--- src/hw/eipf_regs.svh ---
/*
 * register map, reset values and field masks of the external and peripheral
 * interrupt flag block.
 * assumes one aligned 32-bit word per register on an APB slave.
 */
`ifndef EIPF_REGS_SVH
`define EIPF_REGS_SVH

// byte offsets
`define EIPF_OFF_EXT_CTRL   8'h00
`define EIPF_OFF_FLAGS_A    8'h04
`define EIPF_OFF_CONFIG     8'h08
`define EIPF_OFF_STATUS     8'h0C
`define EIPF_OFF_CLEAR      8'h10
`define EIPF_OFF_ENABLE     8'h14
`define EIPF_OFF_RX_BUF     8'h18
`define EIPF_OFF_TX_BUF     8'h1C

// reset values
`define EIPF_RST_EXT_PRIO   2'h3
`define EIPF_RST_EXT_EN     3'h0
`define EIPF_RST_EXT_FLAG   3'h0
`define EIPF_RST_FLAGS_A    8'h00
`define EIPF_RST_CONFIG     16'hFF1E
`define EIPF_RST_PERIPH_EN  8'h00
`define EIPF_RST_BYTE       8'h00

// field positions and masks of the peripheral flag bank and the status word
`define EIPF_FLAGS_A_IMPL   8'h7B
`define EIPF_FLAGS_A_STICKY 8'h4B
`define EIPF_POS_RX_FULL    5
`define EIPF_POS_TX_EMPTY   4
`define EIPF_POS_EXT_BASE   8
`define EIPF_STAT_W         11

`endif

--- src/hw/eipf_pkg.sv ---
/*
 * register layouts of the external and peripheral interrupt flag block.
 * assumes eipf_regs.svh supplies offsets, resets and masks.
 */
package eipf_pkg;

    typedef struct packed {
        logic ext_irq_b_priority;
        logic ext_irq_a_priority;
        logic ext_irq_c_enable;
        logic ext_irq_b_enable;
        logic ext_irq_a_enable;
        logic ext_irq_c_flag;
        logic ext_irq_b_flag;
        logic ext_irq_a_flag;
    } eipf_ext_ctrl_s;

    typedef struct packed {
        logic unused_7;
        logic conversion_done_flag;
        logic serial_rx_full_flag;
        logic serial_tx_empty_flag;
        logic sync_port_done_flag;
        logic unused_2;
        logic period_match_flag;
        logic counter_a_overflow_flag;
    } eipf_flags_a_s;

    typedef struct packed {
        logic [7:0] periph_priority;
        logic [2:0] unused;
        logic       ext_irq_c_priority;
        logic [2:0] ext_irq_edge_select;
        logic       global_irq_enable;
    } eipf_config_s;

endpackage

--- src/hw/eipf_irq_flags.sv ---
/*
 * interrupt flag, enable and priority logic for three external pins and the
 * first peripheral request bank, with an APB register slave.
 * assumes peripheral event inputs are on clock; pins are asynchronous.
 */
// Design decisions made here: the APB register port and the register addresses.
`include "eipf_regs.svh"

module eipf_irq_flags #(
    parameter int ADDR_W  = 8,
    parameter int COUNT_W = 8
) (
    // clock and reset
    input  wire logic               clock,
    input  wire logic               reset_n,
    // apb slave
    input  wire logic               psel,
    input  wire logic               penable,
    input  wire logic               pwrite,
    input  wire logic [ADDR_W-1:0]  paddr,
    input  wire logic [31:0]        pwdata,
    input  wire logic [3:0]         pstrb,
    output logic      [31:0]        prdata,
    output logic                    pready,
    output logic                    pslverr,
    // external interrupt pins, a in bit 0
    input  wire logic [2:0]         ext_irq_pin,
    // peripheral events
    input  wire logic               conversion_done,
    input  wire logic               sync_port_done,
    input  wire logic               counter_a_overflow,
    input  wire logic [COUNT_W-1:0] counter_b_count,
    input  wire logic [COUNT_W-1:0] period_register,
    // serial receiver side
    input  wire logic               rx_data_valid,
    input  wire logic [7:0]         rx_data,
    // serial transmitter side
    output logic      [7:0]         tx_data,
    output logic                    tx_data_valid,
    input  wire logic               tx_data_take,
    // requests to the core
    output logic                    irq,
    output logic                    irq_high,
    output logic                    irq_low
);

    if (ADDR_W < 8 || COUNT_W < 1)
    begin : g_param_check
        $error("eipf_irq_flags: ADDR_W must be at least 8 and COUNT_W at least 1");
    end

    function automatic logic hit(input logic [ADDR_W-1:0] a, input logic [7:0] off);
        hit = (a[7:0] == off) && ((a >> 8) == '0);
    endfunction

    // bus phases; zero wait states, so every access phase completes
    logic setup_ph;
    logic acc;
    logic wr_lo;
    logic wr_hi;
    logic rd_acc;

    assign pready   = 1'b1;
    assign setup_ph = psel & ~penable;
    assign acc      = psel & penable;
    assign wr_lo    = acc & pwrite & pstrb[0];
    assign wr_hi    = acc & pwrite & pstrb[1];
    assign rd_acc   = acc & ~pwrite;

    // register state
    logic [1:0]               ext_prio_q;
    logic [2:0]               ext_en_q;
    logic [2:0]               ext_flag_q;
    eipf_pkg::eipf_flags_a_s  flags_q;
    eipf_pkg::eipf_config_s   cfg_q;
    logic [7:0]               periph_en_q;
    logic [7:0]               rx_buf_q;
    logic                     rx_full_q;
    logic [7:0]               tx_buf_q;
    logic                     tx_full_q;
    logic [31:0]              prdata_q;
    logic                     pslverr_q;

    // pin synchronisers and edge detection
    logic [2:0] pin_s1_q;
    logic [2:0] pin_s2_q;
    logic [2:0] pin_prev_q;
    logic [2:0] ext_edge;

    for (genvar i = 0; i < 3; i++)
    begin : g_pin
        always_ff @(posedge clock)
        begin
            if (!reset_n)
            begin
                pin_s1_q[i]   <= 1'b0;
                pin_s2_q[i]   <= 1'b0;
                pin_prev_q[i] <= 1'b0;
            end
            else
            begin
                pin_s1_q[i]   <= ext_irq_pin[i];
                pin_s2_q[i]   <= pin_s1_q[i];
                pin_prev_q[i] <= pin_s2_q[i];
            end
        end

        assign ext_edge[i] = cfg_q.ext_irq_edge_select[i]
                           ? (pin_s2_q[i] & ~pin_prev_q[i])
                           : (~pin_s2_q[i] & pin_prev_q[i]);
    end

    // register views
    eipf_pkg::eipf_ext_ctrl_s ext_view;
    eipf_pkg::eipf_flags_a_s  flags_view;
    logic [`EIPF_STAT_W-1:0]  status;
    logic [`EIPF_STAT_W-1:0]  enables;
    logic [`EIPF_STAT_W-1:0]  prio;
    logic [`EIPF_STAT_W-1:0]  pending;
    logic [`EIPF_STAT_W-1:0]  clr_bits;

    assign ext_view = eipf_pkg::eipf_ext_ctrl_s'({ext_prio_q, ext_en_q, ext_flag_q});

    always_comb
    begin
        flags_view                      = flags_q;
        flags_view.serial_rx_full_flag  = rx_full_q;
        flags_view.serial_tx_empty_flag = ~tx_full_q;
    end

    // only bank a lives here; banks b and c sit in their own blocks
    assign status   = {ext_flag_q, 8'(flags_view) & `EIPF_FLAGS_A_IMPL};
    assign enables  = {ext_en_q, periph_en_q & `EIPF_FLAGS_A_IMPL};
    assign prio     = {cfg_q.ext_irq_c_priority, ext_prio_q, cfg_q.periph_priority};
    assign clr_bits = (wr_lo && hit(paddr, `EIPF_OFF_CLEAR))
                    ? `EIPF_STAT_W'(pwdata[10:0]) & {3'h7, 8'(`EIPF_FLAGS_A_STICKY)}
                    : '0;

    // interrupt requests
    assign pending  = status & enables;
    assign irq      = |pending;
    assign irq_high = cfg_q.global_irq_enable & |(pending & prio);
    assign irq_low  = cfg_q.global_irq_enable & |(pending & ~prio);

    // external control: priorities and enables, enables aliased in the enable word
    always_ff @(posedge clock)
    begin
        if (!reset_n)
        begin
            ext_prio_q <= `EIPF_RST_EXT_PRIO;
            ext_en_q   <= `EIPF_RST_EXT_EN;
        end
        else if (wr_lo && hit(paddr, `EIPF_OFF_EXT_CTRL))
        begin
            ext_prio_q <= pwdata[7:6];
            ext_en_q   <= pwdata[5:3];
        end
        else if (wr_hi && hit(paddr, `EIPF_OFF_ENABLE))
        begin
            ext_en_q   <= pwdata[10:8];
        end
    end

    // external flags: an edge wins over a same-cycle clear
    always_ff @(posedge clock)
    begin
        if (!reset_n)
        begin
            ext_flag_q <= `EIPF_RST_EXT_FLAG;
        end
        else if (wr_lo && hit(paddr, `EIPF_OFF_EXT_CTRL))
        begin
            ext_flag_q <= ext_edge | pwdata[2:0];
        end
        else
        begin
            ext_flag_q <= ext_edge | (ext_flag_q & ~clr_bits[10:8]);
        end
    end

    // sticky peripheral flags; the serial flags are derived, not stored
    eipf_pkg::eipf_flags_a_s fa_set;
    logic                    period_match;

    assign period_match = (counter_b_count == period_register);

    always_comb
    begin
        fa_set                         = '0;
        fa_set.conversion_done_flag    = conversion_done;
        fa_set.sync_port_done_flag     = sync_port_done;
        fa_set.period_match_flag       = period_match;
        fa_set.counter_a_overflow_flag = counter_a_overflow;
    end

    always_ff @(posedge clock)
    begin
        if (!reset_n)
        begin
            flags_q <= `EIPF_RST_FLAGS_A;
        end
        else if (wr_lo && hit(paddr, `EIPF_OFF_FLAGS_A))
        begin
            flags_q <= (fa_set | pwdata[7:0]) & `EIPF_FLAGS_A_STICKY;
        end
        else
        begin
            flags_q <= (fa_set | (flags_q & ~clr_bits[7:0])) & `EIPF_FLAGS_A_STICKY;
        end
    end

    // configuration and peripheral enables
    always_ff @(posedge clock)
    begin
        if (!reset_n)
        begin
            cfg_q <= `EIPF_RST_CONFIG;
        end
        else if (acc && pwrite && hit(paddr, `EIPF_OFF_CONFIG))
        begin
            if (pstrb[0])
            begin
                cfg_q[7:0] <= pwdata[7:0] & 8'h1F;
            end
            if (pstrb[1])
            begin
                cfg_q[15:8] <= pwdata[15:8];
            end
        end
    end

    always_ff @(posedge clock)
    begin
        if (!reset_n)
        begin
            periph_en_q <= `EIPF_RST_PERIPH_EN;
        end
        else if (wr_lo && hit(paddr, `EIPF_OFF_ENABLE))
        begin
            periph_en_q <= pwdata[7:0] & `EIPF_FLAGS_A_IMPL;
        end
    end

    // receive buffer: new data wins over a same-cycle read
    always_ff @(posedge clock)
    begin
        if (!reset_n)
        begin
            rx_buf_q  <= `EIPF_RST_BYTE;
            rx_full_q <= 1'b0;
        end
        else
        begin
            if (rx_data_valid)
            begin
                rx_buf_q <= rx_data;
            end
            rx_full_q <= rx_data_valid
                       | (rx_full_q & ~(rd_acc && hit(paddr, `EIPF_OFF_RX_BUF)));
        end
    end

    // transmit buffer: a write overwrites data not yet taken
    always_ff @(posedge clock)
    begin
        if (!reset_n)
        begin
            tx_buf_q  <= `EIPF_RST_BYTE;
            tx_full_q <= 1'b0;
        end
        else if (wr_lo && hit(paddr, `EIPF_OFF_TX_BUF))
        begin
            tx_buf_q  <= pwdata[7:0];
            tx_full_q <= 1'b1;
        end
        else if (tx_data_take)
        begin
            tx_full_q <= 1'b0;
        end
    end

    assign tx_data       = tx_buf_q;
    assign tx_data_valid = tx_full_q;

    // read data is latched in the setup cycle so prdata comes from a flop
    always_ff @(posedge clock)
    begin
        if (!reset_n)
        begin
            prdata_q  <= '0;
            pslverr_q <= 1'b0;
        end
        else if (setup_ph)
        begin
            pslverr_q <= 1'b0;
            prdata_q  <= '0;
            if (hit(paddr, `EIPF_OFF_EXT_CTRL))
            begin
                prdata_q <= 32'(ext_view);
            end
            else if (hit(paddr, `EIPF_OFF_FLAGS_A))
            begin
                prdata_q <= 32'(8'(flags_view) & `EIPF_FLAGS_A_IMPL);
            end
            else if (hit(paddr, `EIPF_OFF_CONFIG))
            begin
                prdata_q <= 32'(cfg_q);
            end
            else if (hit(paddr, `EIPF_OFF_STATUS))
            begin
                prdata_q <= 32'(status);
            end
            else if (hit(paddr, `EIPF_OFF_ENABLE))
            begin
                prdata_q <= 32'(enables);
            end
            else if (hit(paddr, `EIPF_OFF_RX_BUF))
            begin
                prdata_q <= 32'(rx_buf_q);
            end
            else if (!hit(paddr, `EIPF_OFF_CLEAR) && !hit(paddr, `EIPF_OFF_TX_BUF))
            begin
                pslverr_q <= 1'b1;
            end
        end
    end

    assign prdata  = prdata_q;
    assign pslverr = pslverr_q & acc;

    // checks
    a_edge_sets_flag: assert property (@(posedge clock) disable iff (!reset_n)
        ext_edge[1] |=> ext_flag_q[1])
        else $error("pin b edge did not set its flag");

    a_pin_c_sticky: assert property (@(posedge clock) disable iff (!reset_n)
        ext_flag_q[2] && !(wr_lo && hit(paddr, `EIPF_OFF_EXT_CTRL)) && !clr_bits[10]
        |=> ext_flag_q[2])
        else $error("pin c flag dropped without software");

    a_rising_edge: assert property (@(posedge clock) disable iff (!reset_n)
        cfg_q.ext_irq_edge_select[0] && $rose(pin_s2_q[0]) |-> ##1 ext_flag_q[0])
        else $error("rising edge on pin a not flagged");

    a_conv_done_set: assert property (@(posedge clock) disable iff (!reset_n)
        conversion_done |=> flags_q.conversion_done_flag[*2] or
        (flags_q.conversion_done_flag ##1 1'b1))
        else $error("conversion done not flagged");

    a_period_match: assert property (@(posedge clock) disable iff (!reset_n)
        period_match |=> flags_q.period_match_flag)
        else $error("period match not flagged");

    a_rx_read_clear: assert property (@(posedge clock) disable iff (!reset_n)
        rd_acc && hit(paddr, `EIPF_OFF_RX_BUF) && !rx_data_valid
        |=> !status[`EIPF_POS_RX_FULL])
        else $error("receive flag not cleared by buffer read");

    a_tx_write_clear: assert property (@(posedge clock) disable iff (!reset_n)
        wr_lo && hit(paddr, `EIPF_OFF_TX_BUF)
        |=> !status[`EIPF_POS_TX_EMPTY] && tx_data_valid)
        else $error("transmit flag not cleared by buffer write");

    a_unused_zero: assert property (@(posedge clock) disable iff (!reset_n)
        status[7] == 1'b0 && status[2] == 1'b0)
        else $error("unimplemented flag bit reads one");

    a_prio_b_high: assert property (@(posedge clock) disable iff (!reset_n)
        ext_flag_q[1] && ext_en_q[1] && ext_prio_q[1] && cfg_q.global_irq_enable
        |-> irq_high)
        else $error("pin b high priority request missing");

    a_prio_a_low: assert property (@(posedge clock) disable iff (!reset_n)
        ext_flag_q[0] && ext_en_q[0] && !ext_prio_q[0] && cfg_q.global_irq_enable
        |-> irq_low)
        else $error("pin a low priority request missing");

    a_global_gate: assert property (@(posedge clock) disable iff (!reset_n)
        !cfg_q.global_irq_enable |-> !irq_high && !irq_low)
        else $error("request raised with global enable off");

    a_enable_blocks: assert property (@(posedge clock) disable iff (!reset_n)
        enables == '0 |-> !irq)
        else $error("interrupt raised with all enables off");

    a_overflow_set: assert property (@(posedge clock) disable iff (!reset_n)
        counter_a_overflow && !(wr_lo && hit(paddr, `EIPF_OFF_FLAGS_A))
        |=> flags_q.counter_a_overflow_flag)
        else $error("overflow not flagged");

endmodule // eipf_irq_flags

--- config.mk ---
export PLATFORM = sky130hd
export DESIGN_NAME = eipf_irq_flags
export DESIGN_NICKNAME = d
export VERILOG_FILES = /design/src/hw/eipf_pkg.sv /design/src/hw/eipf_irq_flags.sv
export VERILOG_INCLUDE_DIRS = /design/src /design/src/hw
export SDC_FILE = /design/constraint.sdc
export NUM_CORES = 1
export LEC_CHECK = 0
export BUFFER_PORTS_ARGS = -buffer_cell sky130_fd_sc_hd__buf_4
export CAP_MARGIN = 0
export CORE_UTILIZATION = 46
export DETAILED_ROUTE_END_ITERATION = 8
export HOLD_SLACK_MARGIN = 0.02
export PLACE_DENSITY_LB_ADDON = 0.05
export SYNTH_ARGS = -nofsm -noshare
export SYNTH_HDL_FRONTEND = slang
export SYNTH_SLANG_ARGS = --single-unit
--- constraint.sdc ---
create_clock -name clock -period 1.8 [get_ports clock]
set_input_delay 0.27 -clock clock [delete_from_list [all_inputs] [get_ports clock]]
set_output_delay 0.27 -clock clock [all_outputs]
set_load 0.02 [all_outputs]
==> reports/metrics.csv <==
metric,value,unit
status,finished with violations,
failing checks,negative setup slack,
Max rail drop VDD,0.000512,V
initial antenna violation count,0,
DRT Pass-1 Iters,5,
ys async rst share,0,%
Post-synth EDFFs,0,
CP Class,flop to primary output,
Tot GR Track Use,26.0,%
DP HPWL,8040,um
routability cong.,0.889,
most frequent cells in the layout,"buf_4, dfxtp_1, nand2_1",
wire per inst,16.3,um
placed inst area,4830,um^2
"most common cell after layout, fill and taps aside",buf_4,
min Tclk post-route,1940,ps
Syn Inst Count,433,
Critical Path RT,1530,ps
unrepaired setup endpoints after global routing,yes,
I/O pin total,127,
PortBufs,91,
Max clock buf depth,2,
grt total ovfl,0,
CTS buffer count,9,
share of layout cells above drive strength 1,32.0,%
first-pass GRT wire length,17300,um
"Warnings, synthesis",0,
Synth Register Bits,75,
routed vias/inst,5.51,
Final Max Tran Viols,0,
via count,3645,
fillers,728,
mapped cell area,3850,um^2
Leak Pwr,2.29,nW
Diodes inserted,0,
"Clk Latency, worst-skew pair",360,ps
CP Cell Sequence,"nand2_2, o22ai_2, or4_1, o21a_1, buf_6",
critical path's slowest cell,or4_1,
fin area,5160,um^2
CP max FO,2,
register area share after synthesis,39.0,%
hold path depth,2,
Hold/Removal Path Class,input port to flop,
Routed WL,10800,um
Crit Reg-Reg Startpoint,ext_flag_q[1]$_SDFF_PN0_,
Die Ht,93.5,um
"reg-to-reg slack, setup",360,ps
critical path capture point type,primary output,
Setup crit start kind,flop,
vias in the first global route,3356,
Routed Antenna Nets,0,
Core Footprint,7930,um^2
WP buf/inv,1,
initial DRC count,213,
mean cell area of the mapped netlist,8.89,um^2
Final Cycle Share,108,%
Max-Cap Viols,0,
Worst Reg-to-Reg Cells,5,
clk_skew,16.2,ps
Netlist cell types,54,
Root Driver,clkbuf_8,
Die Area,8740,um^2
Setup Viol. Count Final,1,
RR Endpoint,prdata[1]$_SDFFE_PN0P_,
drc violations,0,
area delta synth->final,34.2,%
row cnt,32,
fmax,514,MHz
Final Hold Viols,0,
pwr dens,730,nW/um^2
fin nets,636,
final core utilization,65.2,%
final setup margin,-144,ps
CP Data Arrival Time,1670,ps
"CP delay by family, top",simple AND/OR/NAND/NOR gates,
CTS sink cnt,75,
TritonCTS clock tree,done,
ys flop type,dfxtp_1,
Hold Crit Start,ext_irq_pin[1],
"Reg clk slew, reported paths",90,ps
Initial Utilization,48.5,%
pin count of the biggest net entering global routing,76,
hold worst-path end,pin_s1_q[1]$_SDFF_PN0_,
H-Tree Depth,3,
total power,3.77,mW
CP max stage delay,500,ps
Die Wd,93.5,um
-- cell families after synthesis --
kind of cell           Yosys count  synth area share [%]
other                            2                 0.195
AO/OA/AOI/OAI                   88                  16.3
AND/OR/NAND/NOR                169                  24.7
multiplexers                    42                  11.0
XOR/XNOR                         8                  1.82
buffers and inverters           49                  7.02
flip-flops                      75                  39.0
-- sequential cells by signal, summed over array words and instances, names as in the netlist --
| signal | cells |
|---|---|
| flags_q | 4 |
| cfg_q | 13 |
| ext_prio_q | 2 |
| rx_full_q | 1 |
| pin_prev_q | 3 |
| rx_buf_q | 8 |
| ext_en_q | 3 |
| pin_s2_q | 3 |
| pslverr_q | 1 |
| tx_data | 8 |
| periph_en_q | 6 |
| prdata | 16 |
| ext_flag_q | 3 |
| pin_s1_q | 3 |
| tx_data_valid | 1 |
-- cell type report --
class	count	area [um^2]	share of cell area, %
sequential	75	1510	29.3
tap	102	128	2.47
clock buffer	9	124	2.40
timing repair buffer	138	1060	20.6
clock inverter	7	123	2.37
inverter	7	26.3	0.509
multi-input combinational	324	2190	42.4
-- cells in the mapped netlist (all sizes together) (6+ instances only) --
library cell	count	area (um^2)
nor4	9	71.3
buf	23	173
a22oi	6	45.0
a211o	6	52.6
nand2b	6	37.5
dfxtp	75	1500
nand2	47	176
o21ai	17	85.1
nor2b	37	231
a21boi	10	75.1
inv	6	22.5
xor2	8	70.1
clkbuf	19	71.3
a21oi	10	50.1
nand3	15	75.1
nor2	14	52.6
nand4	12	75.1
mux2i	41	410
and2	9	56.3
-- through the flow --
stage	hold slack, ps	setup slack [ps]	std cells	TNS (ps)
floorplan	394	87.2	448	0
global placement	416	-49.5	644	-349
detailed placement	419	-72.4	644	-456
CTS	98.3	-147	661	-205
global route	103	-206	662	-245
finish	108	-144	662	-144
-- worst max path at each step --
stage,depth (start not counted),end,startpoint
5_1_grt,5,irq_low,ext_en_q[0]$_SDFFE_PN0P_
4_1_cts,5,irq_low,ext_en_q[0]$_SDFFE_PN0P_
6_report,5,irq_low,ext_en_q[0]$_SDFFE_PN0P_
3_5_place_dp,6,tx_data[3]$_SDFFE_PN0P_,paddr[5]
2_1_floorplan,6,prdata[3]$_SDFFE_PN0P_,paddr[1]
3_3_place_gp,6,tx_data[4]$_SDFFE_PN0P_,paddr[5]
-- repair_timing --
action / in CTS / in global routing
hold buffers: 0 / 0
resized for setup: 4 / 18
cloned: 0 / 0
setup endpoints to repair: 1 / 3
buffers inserted: 1 / 2
pin swaps: 2 / 2
-- per-layer routing --
| layer | share of wire [%] | wire length (um) | global-route usage, % | vias to the layer above |
|---|---|---|---|---|
| li1 | - | - | - | 1770 |
| met1 | 44 | 4730 | 34.0 | 1701 |
| met2 | 48 | 5210 | 43.4 | 157 |
| met3 | 6.5 | 697 | 5.12 | 17 |
| met4 | 1.4 | 146 | 7.44 | 0 |
| met5 | 0 | 0 | 0 | - |
-- where the power goes --
part / switching [mW] / internal, mW
registers: 0.0236 / 1.69
clock network: 0.671 / 0.930
logic: 0.235 / 0.215
total: 0.930 / 2.84
Note: power is estimated with default switching activity, not from simulation.
